**src/verilog/acsrf_defines.svh**
```systemverilog
/*
 Register offsets, field positions, reset values and fixed codes of the
 converter channel select and result format block.
 Assumes inclusion by bare name from every file that needs the constants.
*/
`ifndef ACSRF_DEFINES_SVH
`define ACSRF_DEFINES_SVH

// Register offsets on the 8-bit register port
`define ACSRF_OFS_CTRL_B 8'h03
`define ACSRF_OFS_RES_LOW 8'h04
`define ACSRF_OFS_RES_HIGH 8'h05
`define ACSRF_OFS_STATUS 8'h06
`define ACSRF_OFS_SELECT 8'h07

// Field positions
`define ACSRF_REF_MSB 7
`define ACSRF_REF_LSB 6
`define ACSRF_CH_MSB 5
`define ACSRF_BIT_BIPOLAR 7
`define ACSRF_BIT_LADJ 4
`define ACSRF_BIT_DONE 4
`define ACSRF_BIT_BUSY 6

// Reset values
`define ACSRF_RST_SELECT 8'h00
`define ACSRF_RST_CTRL_B 8'h00

// Reference field codes
`define ACSRF_REF_SUPPLY 2'h0
`define ACSRF_REF_EXT 2'h1
`define ACSRF_REF_INT 2'h2
`define ACSRF_REF_INT_PIN 2'h3

// Input selector codes beyond pins 0..7
`define ACSRF_SEL_TEMP 4'h8
`define ACSRF_SEL_GND 4'h9
`define ACSRF_SEL_IREF 4'hA

// Special channel codes
`define ACSRF_CH_GND 6'h20
`define ACSRF_CH_IREF 6'h21
`define ACSRF_CH_TEMP 6'h22

// Result limits
`define ACSRF_UMAX 10'h3FF
`define ACSRF_BMAX 10'h1FF
`define ACSRF_BMIN 10'h200

`endif

```
**src/verilog/acsrf_pkg.sv**
```systemverilog
/*
 Types shared by the converter channel select and result format block.
 Assumes nothing of its surroundings.
*/
package acsrf_pkg;
    // Conversion tracking state
    typedef enum logic {
        ACSRF_IDLE,
        ACSRF_CONVERTING
    } acsrf_conv_state_t;
endpackage

```
**src/verilog/acsrf_top.sv**
```systemverilog
/*
 Converter channel/reference selection and result formatting. Holds the
 selection register, defers changes across a running conversion, formats
 raw samples for single-ended, unipolar and bipolar conversions and
 presents them through the low and high result registers.
 Assumes a converter core on the same clock that pulses conv_start and
 later sample_valid with a signed raw code scaled as difference * 1024 /
 reference * gain, saturated to 12 bits.
*/
`timescale 1ns/100ps
`include "acsrf_defines.svh"

// Notes on behaviour
// RULE1: result readable in registers after completion
// RULE2: single-ended gives unsigned 10-bit code
// RULE3: unipolar differential saturates negatives to zero
// RULE4: bipolar gives two's complement 0x200..0x1FF
// RULE5: bipolar top bit is the sign
// RULE6: unipolar by default, bipolar when bit set
// RULE7: reference change waits for conversion end
// RULE8: channel change waits for conversion end
// RULE9: reference field decodes to four sources
// RULE10: codes 0..7 select single inputs
// RULE11: codes 20..22 select ground, reference, temperature
// RULE12: code ranges give pairs, reversed, calibration
// RULE13: lowest bit selects 1x or 20x
// RULE14: top bit reverses pair polarity
// RULE15: calibration ties one pin to both inputs
// RULE16: pairs decode from the pair table
// RULE17: select register fields, all zero at reset
// RULE18: software discards results while settling
// RULE19: right adjusted unless left adjust set
// RULE20: low read locks updates until high read
// RULE21: pending selection latches at completion or idle
module acsrf_top (
    input wire logic clock,
    input wire logic reset,
    input wire logic [7:0] address, // Register address
    input wire logic [7:0] write_data, // Register write data
    input wire logic write_strobe, // One-cycle write
    input wire logic read_strobe, // One-cycle read
    output logic [7:0] read_data, // Valid the cycle after read_strobe
    input wire logic conv_start, // Converter core starts sampling
    input wire logic sample_valid, // Converter core finished
    input wire logic signed [11:0] sample_code, // Raw signed sample
    output logic ref_supply_sel, // Supply used as reference
    output logic ref_external_sel, // External reference pin used
    output logic ref_internal_en, // Internal 1.1V reference on
    output logic ref_pin_drive, // Internal reference driven to pin
    output logic [3:0] pos_input_sel, // Positive input selector
    output logic [3:0] neg_input_sel, // Negative input selector
    output logic diff_mode, // Differential selection active
    output logic gain_20x, // 20x gain selected
    output logic temp_sense_en, // Temperature sensor enabled
    output logic busy // Conversion in progress
);
    // Software-visible registers
    logic [7:0] select_reg; // Pending selection, RW
    logic [7:0] ctrl_b_reg; // Bipolar and left adjust, RW
    logic done_reg; // Completion flag, write one to clear
    logic [9:0] result_reg; // Formatted result
    logic lock_reg; // Set by low read, cleared by high read
    logic [7:0] active_reg; // Selection the converter really uses
    logic [7:0] read_data_reg;
    logic [1:0] ref_act_reg; // Decoded reference outputs source
    logic ref_supply_reg, ref_ext_reg, ref_int_reg, ref_drive_reg;
    acsrf_pkg::acsrf_conv_state_t state_reg, state_next;

    // Address decode
    wire sel_hit = address == `ACSRF_OFS_SELECT;
    wire ctrl_hit = address == `ACSRF_OFS_CTRL_B;
    wire stat_hit = address == `ACSRF_OFS_STATUS;
    wire low_hit = address == `ACSRF_OFS_RES_LOW;
    wire high_hit = address == `ACSRF_OFS_RES_HIGH;
    wire sel_wr = write_strobe && sel_hit;
    wire ctrl_wr = write_strobe && ctrl_hit;
    wire done_clr = write_strobe && stat_hit &&
                    write_data[`ACSRF_BIT_DONE];
    wire low_rd = read_strobe && low_hit;
    wire high_rd = read_strobe && high_hit;

    wire bipolar = ctrl_b_reg[`ACSRF_BIT_BIPOLAR];
    wire left_adj = ctrl_b_reg[`ACSRF_BIT_LADJ];
    wire is_diff; // Differential selection from the table
    wire conv_busy = state_reg == acsrf_pkg::ACSRF_CONVERTING;

    // Tracking of the running conversion
    // A start seen while converting is ignored: the core never overlaps
    always_comb begin
        state_next = state_reg;
        unique case (state_reg)
            acsrf_pkg::ACSRF_IDLE: begin
                if (conv_start) begin
                    state_next = acsrf_pkg::ACSRF_CONVERTING;
                end
            end
            acsrf_pkg::ACSRF_CONVERTING: begin
                if (sample_valid) begin
                    state_next = acsrf_pkg::ACSRF_IDLE;
                end
            end
        endcase
    end

    // Selection follows the pending value while idle and is frozen
    // during a conversion; completion reopens it in the same edge
    wire act_load = !conv_busy || sample_valid; // RULE21 RULE7 RULE8
    wire [7:0] active_next = act_load ? select_reg : active_reg;
    wire [1:0] ref_code = active_reg[`ACSRF_REF_MSB:`ACSRF_REF_LSB];

    // Result saturation per conversion type
    wire neg_raw = sample_code[11];
    wire over_u = !neg_raw && sample_code[10]; // Above 1023
    wire [9:0] uni_code = neg_raw ? 10'h000 :
                          over_u ? `ACSRF_UMAX :
                          sample_code[9:0]; // RULE2 RULE3
    // Halving gives the 512 scale; clamp to -512..+511
    wire [10:0] half = sample_code[11:1];
    wire bip_hi = !half[10] && half[9];
    wire bip_lo = half[10] && !half[9];
    wire [9:0] bip_code = bip_hi ? `ACSRF_BMAX :
                          bip_lo ? `ACSRF_BMIN :
                          {half[10], half[8:0]}; // RULE4 RULE5
    // Single-ended ignores the bipolar bit; it only applies to differential selections
    wire [9:0] fmt_code = (is_diff && bipolar) ? bip_code : uni_code;
    // Update only when the register pair is not locked by a low read
    wire res_load = sample_valid && !lock_reg; // RULE20

    // Right or left adjusted views, applied at read time so the bit
    // takes effect at once regardless of a running conversion
    wire [7:0] res_high = left_adj ? result_reg[9:2] :
                          {6'h00, result_reg[9:8]}; // RULE19
    wire [7:0] res_low = left_adj ? {result_reg[1:0], 6'h00} :
                         result_reg[7:0]; // RULE19
    wire [7:0] status_val = ({7'h00, done_reg} << `ACSRF_BIT_DONE) |
                            ({7'h00, conv_busy} << `ACSRF_BIT_BUSY);
    // Unmapped addresses read as zero
    wire [7:0] read_mux = sel_hit ? select_reg :
                          ctrl_hit ? ctrl_b_reg :
                          stat_hit ? status_val :
                          low_hit ? res_low :
                          high_hit ? res_high : 8'h00;

    // Reference decode, registered so outputs come from flops
    // Decoded from the active copy so a pending write never glitches it
    wire ref_sup_n = ref_code == `ACSRF_REF_SUPPLY; // RULE9
    wire ref_ext_n = ref_code == `ACSRF_REF_EXT;
    wire ref_int_n = ref_code[1]; // Both internal codes
    wire ref_drv_n = ref_code == `ACSRF_REF_INT_PIN;

    // Software registers; fields reset to zero
    always_ff @(posedge clock or posedge reset) begin
        if (reset) begin
            select_reg <= `ACSRF_RST_SELECT; // RULE17
            ctrl_b_reg <= `ACSRF_RST_CTRL_B; // RULE6
        end else begin
            if (sel_wr) begin
                select_reg <= write_data; // RULE17
            end
            if (ctrl_wr) begin
                ctrl_b_reg <= write_data; // RULE6
            end
        end
    end

    // Completion flag: a completion in the clearing cycle wins
    always_ff @(posedge clock or posedge reset) begin
        if (reset) begin
            done_reg <= 1'b0;
        end else begin
            done_reg <= sample_valid || (done_reg && !done_clr); // RULE1
        end
    end

    // Result and its read lock; a completion in the high-read cycle is still blocked
    // The lock keeps software from mixing bytes of two samples
    always_ff @(posedge clock or posedge reset) begin
        if (reset) begin
            result_reg <= 10'h000;
            lock_reg <= 1'b0;
        end else begin
            if (res_load) begin
                result_reg <= fmt_code; // RULE1
            end
            if (high_rd) begin
                lock_reg <= 1'b0; // RULE20
            end else if (low_rd) begin
                lock_reg <= 1'b1; // RULE20
            end
        end
    end

    // Active selection, tracking state and registered outputs
    // Reset leaves the supply selected, matching an all-zero field
    always_ff @(posedge clock or posedge reset) begin
        if (reset) begin
            state_reg <= acsrf_pkg::ACSRF_IDLE;
            active_reg <= `ACSRF_RST_SELECT;
            read_data_reg <= 8'h00;
            ref_supply_reg <= 1'b1;
            ref_ext_reg <= 1'b0;
            ref_int_reg <= 1'b0;
            ref_drive_reg <= 1'b0;
        end else begin
            state_reg <= state_next;
            active_reg <= active_next;
            read_data_reg <= read_strobe ? read_mux : 8'h00;
            ref_supply_reg <= ref_sup_n;
            ref_ext_reg <= ref_ext_n;
            ref_int_reg <= ref_int_n;
            ref_drive_reg <= ref_drv_n;
        end
    end

    // Channel table lookup with registered outputs
    acsrf_chan_rom acsrf_chan_rom_inst (
        .clock(clock),
        .reset(reset),
        .channel_code(active_reg[`ACSRF_CH_MSB:0]),
        .pos_sel_reg(pos_input_sel),
        .neg_sel_reg(neg_input_sel),
        .diff_reg(is_diff),
        .gain_reg(gain_20x),
        .temp_reg(temp_sense_en)
    );

    assign diff_mode = is_diff;
    // Read data falls back to zero so a stale byte never looks fresh
    assign read_data = read_data_reg;
    assign ref_supply_sel = ref_supply_reg;
    assign ref_external_sel = ref_ext_reg;
    assign ref_internal_en = ref_int_reg;
    assign ref_pin_drive = ref_drive_reg;
    // Busy is the tracking flop itself, with no extra stage
    assign busy = state_reg == acsrf_pkg::ACSRF_CONVERTING;
    assign ref_act_reg = ref_code;
endmodule // acsrf_top

```
**src/verilog/acsrf_chan_rom.sv**
```systemverilog
/*
 Channel code decode table: maps the active 6-bit channel code to the
 positive and negative input selectors, gain and temperature enable.
 Assumes a registered channel code on the same clock; outputs are
 registered, so they follow the code one clock later.
*/
`timescale 1ns/100ps
`include "acsrf_defines.svh"

module acsrf_chan_rom (
    input wire logic clock,
    input wire logic reset,
    input wire logic [5:0] channel_code,
    output logic [3:0] pos_sel_reg,
    output logic [3:0] neg_sel_reg,
    output logic diff_reg,
    output logic gain_reg,
    output logic temp_reg
);
    // Pair table by code bits 4:1, positive pin then negative pin
    function automatic logic [5:0] pair_lookup(input logic [3:0] idx);
        unique case (idx)
            4'h4: pair_lookup = {3'h0, 3'h1};
            4'h5: pair_lookup = {3'h0, 3'h3};
            4'h6: pair_lookup = {3'h1, 3'h2};
            4'h7: pair_lookup = {3'h1, 3'h3};
            4'h8: pair_lookup = {3'h2, 3'h3};
            4'h9: pair_lookup = {3'h3, 3'h4};
            4'hA: pair_lookup = {3'h3, 3'h5};
            4'hB: pair_lookup = {3'h3, 3'h6};
            4'hC: pair_lookup = {3'h3, 3'h7};
            4'hD: pair_lookup = {3'h4, 3'h5};
            4'hE: pair_lookup = {3'h5, 3'h6};
            4'hF: pair_lookup = {3'h6, 3'h7};
            // Indices 0..3 never reach here as pairs
            default: pair_lookup = {3'h0, 3'h0};
        endcase
    endfunction

    wire [5:0] pair = pair_lookup(channel_code[4:1]); // RULE16
    // Pairs live wherever bits 4:3 are non-zero
    wire is_pair = channel_code[4:3] != 2'h0; // RULE12
    // Offset calibration: 100011..100111
    wire is_cal = channel_code[5:3] == 3'h4 && channel_code[2:0] > 3'h2;
    // Calibration pins 0, 3 and 7 chosen by bits 2:1
    wire [2:0] cal_pin = channel_code[2:1] == 2'h1 ? 3'h0 :
                         channel_code[2:1] == 2'h2 ? 3'h3 : 3'h7; // RULE15
    wire [3:0] pin_p = {1'b0, pair[5:3]};
    wire [3:0] pin_n = {1'b0, pair[2:0]};
    // Special inputs for 100000..100010
    wire [3:0] spec_sel = channel_code == `ACSRF_CH_GND ? `ACSRF_SEL_GND :
                          channel_code == `ACSRF_CH_IREF ? `ACSRF_SEL_IREF :
                          `ACSRF_SEL_TEMP; // RULE11
    // Top bit swaps the pair polarity
    wire [3:0] pos_next = is_pair ? (channel_code[5] ? pin_n : pin_p) :
                          is_cal ? {1'b0, cal_pin} :
                          !channel_code[5] ? {1'b0, channel_code[2:0]} :
                          spec_sel; // RULE14 RULE10
    wire [3:0] neg_next = is_pair ? (channel_code[5] ? pin_p : pin_n) :
                          is_cal ? {1'b0, cal_pin} : `ACSRF_SEL_GND;
    wire diff_next = is_pair || is_cal;
    // Lowest bit picks 20x for differential selections
    wire gain_next = diff_next && channel_code[0]; // RULE13
    wire temp_next = channel_code == `ACSRF_CH_TEMP; // RULE11

    // Registered table output
    always_ff @(posedge clock or posedge reset) begin
        if (reset) begin
            pos_sel_reg <= 4'h0;
            neg_sel_reg <= `ACSRF_SEL_GND;
            diff_reg <= 1'b0;
            gain_reg <= 1'b0;
            temp_reg <= 1'b0;
        end else begin
            pos_sel_reg <= pos_next;
            neg_sel_reg <= neg_next;
            diff_reg <= diff_next;
            gain_reg <= gain_next;
            temp_reg <= temp_next;
        end
    end
endmodule // acsrf_chan_rom

```
**config.mk**
```make
export PLATFORM = sky130hd
export DESIGN_NAME = acsrf_top
export DESIGN_NICKNAME = d
export VERILOG_FILES = /design/src/verilog/acsrf_pkg.sv /design/src/verilog/acsrf_top.sv /design/src/verilog/acsrf_chan_rom.sv
export VERILOG_INCLUDE_DIRS = /design/src /design/src/verilog
export SDC_FILE = /design/constraint.sdc
export NUM_CORES = 1
export LEC_CHECK = 0
export BUFFER_PORTS_ARGS = -buffer_cell sky130_fd_sc_hd__buf_2
export CORE_UTILIZATION = 60
export DETAILED_ROUTE_END_ITERATION = 6
export PLACE_DENSITY = 0.85
export SLEW_MARGIN = 15
export SYNTH_ARGS = -nofsm -noshare
export SYNTH_HDL_FRONTEND = slang
export SYNTH_SLANG_ARGS = --single-unit
```
**constraint.sdc**
```tcl
create_clock -name clock -period 2.9 [get_ports clock]
set_clock_uncertainty 0.15 [all_clocks]
set_input_delay 0.29 -clock clock [delete_from_list [all_inputs] [get_ports clock]]
set_output_delay 0.29 -clock clock [all_outputs]
set_load 0.02 [all_outputs]
```
==> results.py <==
metrics = {
    "sta": {
        "tightest_slew_ps": 864,
        "achievable-frequency_mhz": 485,
        "slew_violations": 0,
        "finalSetupTns_ps": 0,
        "fin_crit_sh_pct": 71.1,
        "period_needed_ps": 2060,
        "hold_violations": 0,
        "rsz0062_at_grt": "false",
        "layout_setup_ws_ps": 838,
        "setup_viol": 0,
        "maxSlewHeadroom_pct": 42.2,
    },
    "global_routing": {
        "grt_pass1_wl_mm": 11.4,
        "grt_pass1_vias": 2374,
        "grt_usage_pct": 28.6,
        "antenna_found_initial": 0,
        "grt_max_degree": 26,
        "grt_overflow_total": 0,
    },
    "synthesis": {
        "yosys_warnings": 0,
        "synth_edf_count": 0,
        "ys_ff_latch": 60,
        "synth_top_flop_cell": "dfrtp_1",
        "ys_types": 43,
        "ys_seq_area_share_pct": 48.4,
        "async_reset_ff_share_pct": 100,
        "syn_area_sq_um": 3110,
        "syn_nets": 354,
        "syn_area_per_cell_sq_um": 9.84,
        "syn-instance-count": 316,
    },
    "route": {
        "first_pass_iters": 5,
        "drtIter0Drc": 180,
        "drc": 0,
        "num_vias": 2565,
        "ant_nets": 0,
        "viasPerCell": 5.88,
        "post_drt_wl_per_cell_um": 16.2,
        "drt-total-wl_mm": 7.07,
    },
    "clock_tree": {
        "cts-root-buf": "clkbuf_8",
        "htree_levels": 3,
        "cts.sinks": 60,
        "clk_pin_slew_worst_paths_ps": 70,
        "hold_buffers": 1,
        "cts_resized": 0,
        "clkLatencyLatePin_ps": 340,
        "cts_made_buffers": 9,
        "cts_tree": "built",
        "clk_path_buf_depth": 2,
        "cts_setup_buffers": 0,
    },
    "hold_path": {
        "hold_class": "in2reg",
        "hp-start": "conv_start",
    },
    "placed_design": {
        "pre_cts_ws_ps": 828,
        "placed_cells": 419,
        "post_dp_cell_area_sq_um": 3400,
        "dp_hpwl_mm": 5.13,
        "gp_congestion": 0.849,
        "port_buffers": 57,
    },
    "setup_path": {
        "crit_chain": "inv_1, ha_1, a21oi_1, inv_1, o311ai_0",
        "rr_startpoint": "active_reg[1]$_DFFE_PP0P_",
        "crit_arrival_ps": 2110,
        "worst-path-max-fanout": 10,
        "worstSetupPathType": "reg2reg",
        "required_ps": 2950,
        "crit_top_cell": "inv_1",
        "critPathMaxStageDelay_ps": 490,
        "crit_path_start_kind": "register",
        "crit_slowest_cell": "dfrtp_1",
        "crit_path_end_kind": "register",
        "setup.worst_path.start": "active_reg[1]$_DFFE_PP0P_",
    },
    "finish": {
        "drive_above_1_share_pct": 29.0,
        "syn_to_final_growth_pct": 17.7,
        "finish.utilization_pct": 75.5,
        "largest_reg_flops": 10,
        "nets": 402,
        "final_cells": 436,
        "fin_area_sq_um": 3660,
        "n_antenna_cell": 0,
    },
    "floorplanning": {
        "die-area_sq_um": 5470,
        "rows": 25,
        "die_y_um": 74.0,
        "core_area_sq_um": 4850,
        "die_w_um": 74.0,
        "io_pins": 58,
        "start_util_pct": 64.1,
    },
    "job": {
        "maxCapViolCount": 0,
    },
    "pwr": {
        "max-vdd-ir-drop_mv": 0.300,
        "leakage_nw": 1.77,
        "powerDensity_nw_per_um2": 612,
    },
    "outcome": {
        "status": "finished clean",
    },
}
## critical path, delay by kind of cell (launching register included)
family / cells / cell delay [ps]
flops: 1 / 490
buf+inv: 2 / 220
fa+ha+maj: 1 / 330
compound gates: 2 / 730
## stage by stage
step / hold WS, ps / power, mW
2_1_floorplan: 235 / 1.21
3_3_place_gp: 185 / 1.31
3_5_place_dp: 201 / 1.32
4_1_cts: 40.6 / 2.24
5_1_grt: 52.3 / 2.33
6_report: 49.2 / 2.24
## final timing paths
path | to | slack [ps] | depth (start not counted)
min in group asynchronous | acsrf_chan_rom_inst.pos_sel_reg[0]$_DFF_PP0_ | 380 | 3
setup / recovery | acsrf_chan_rom_inst.neg_sel_reg[1]$_DFF_PP0_ | 840 | 5
hold / removal | busy$_DFF_PP0_ | 50 | 2
max in group asynchronous | result_reg[8]$_DFFE_PP0P_ | 1540 | 4
setup reg to reg | acsrf_chan_rom_inst.neg_sel_reg[1]$_DFF_PP0_ | 840 | 5
hold reg to reg | ref_supply_sel$_DFF_PP1_ | 290 | 1
## layer usage
metal  track usage [%]  wire, um
met3              4.61       380
met4              12.4       132
met1              37.6      3130
met2              46.9      3430
met5                 0         0
## layout make-up
type	count	area, sq um
multi-input cells	222	1470
fillers	329	1190
well taps	67	83.8
inverters	11	41.3
clock inverters	6	111
repair buffers	60	310
clock buffers	10	138
flip-flops and latches	60	1510
## placed cells by master, fill, tap and decap left out, types with 2 or more instances in the layout
cell / synthesis / final
dfrtp_1: 57 / 57
buf_2: 5 / 57
nand2_1: 33 / 33
mux2_2: 24 / 24
o21ai_0: 24 / 24
nor2_1: 19 / 19
nand3_1: 16 / 16
a21oi_1: 12 / 12
a21boi_0: 12 / 12
inv_1: 11 / 10
clkbuf_8: 0 / 10
a2bb2oi_1: 9 / 9
nor3_1: 7 / 7
a21o_1: 6 / 6
a211oi_1: 6 / 6
mux2i_1: 5 / 5
nor2b_1: 5 / 5
and2_1: 4 / 4
o22ai_1: 4 / 4
ha_1: 4 / 4
a221oi_1: 3 / 3
nand2b_1: 3 / 3
nor4b_1: 3 / 3
o211ai_1: 3 / 3
dfstp_2: 3 / 3
bufinv_16: 0 / 3
nand4_1: 2 / 2
o21a_1: 2 / 2
or4_1: 2 / 2
buf_4: 0 / 2
## synthesized netlist by cell type, drive strengths merged, types with 2 or more instances
master,n,area (sq um)
a211oi,6,45.0
a21boi,12,90.1
a21o,6,45.0
a21oi,12,60.1
a221oi,3,26.3
a2bb2oi,9,78.8
and2,4,25.0
buf,6,28.8
clkbuf,17,63.8
dfrtp,57,1430
dfstp,3,78.8
ha,4,50.1
inv,11,41.3
mux2,24,270
mux2i,5,50.1
nand2,33,124
nand2b,3,18.8
nand3,16,80.1
nand4,2,12.5
nor2,19,71.3
nor2b,5,31.3
nor3,7,35.0
nor4b,4,50.1
o211ai,3,22.5
o21a,2,15.0
o21ai,24,120
o22ai,4,25.0
or4,2,15.0
## where the power goes
group	switching, mW	internal (mW)
clock network	0.327	0.594
logic	0.180	0.131
registers	0.0870	0.921
## logic make-up (layout without fill, tap and decap cells)
group	after synthesis	in the layout	synth area share (%)
AO/OA/AOI/OAI	90	90	19.6
flip-flops	60	60	48.4
adder cells (fa/ha/maj)	4	4	1.61
AND/OR/NAND/NOR	99	99	15.8
multiplexers	29	29	10.3
buffers and inverters	34	87	4.31
Power figures use the tool's default switching activity.
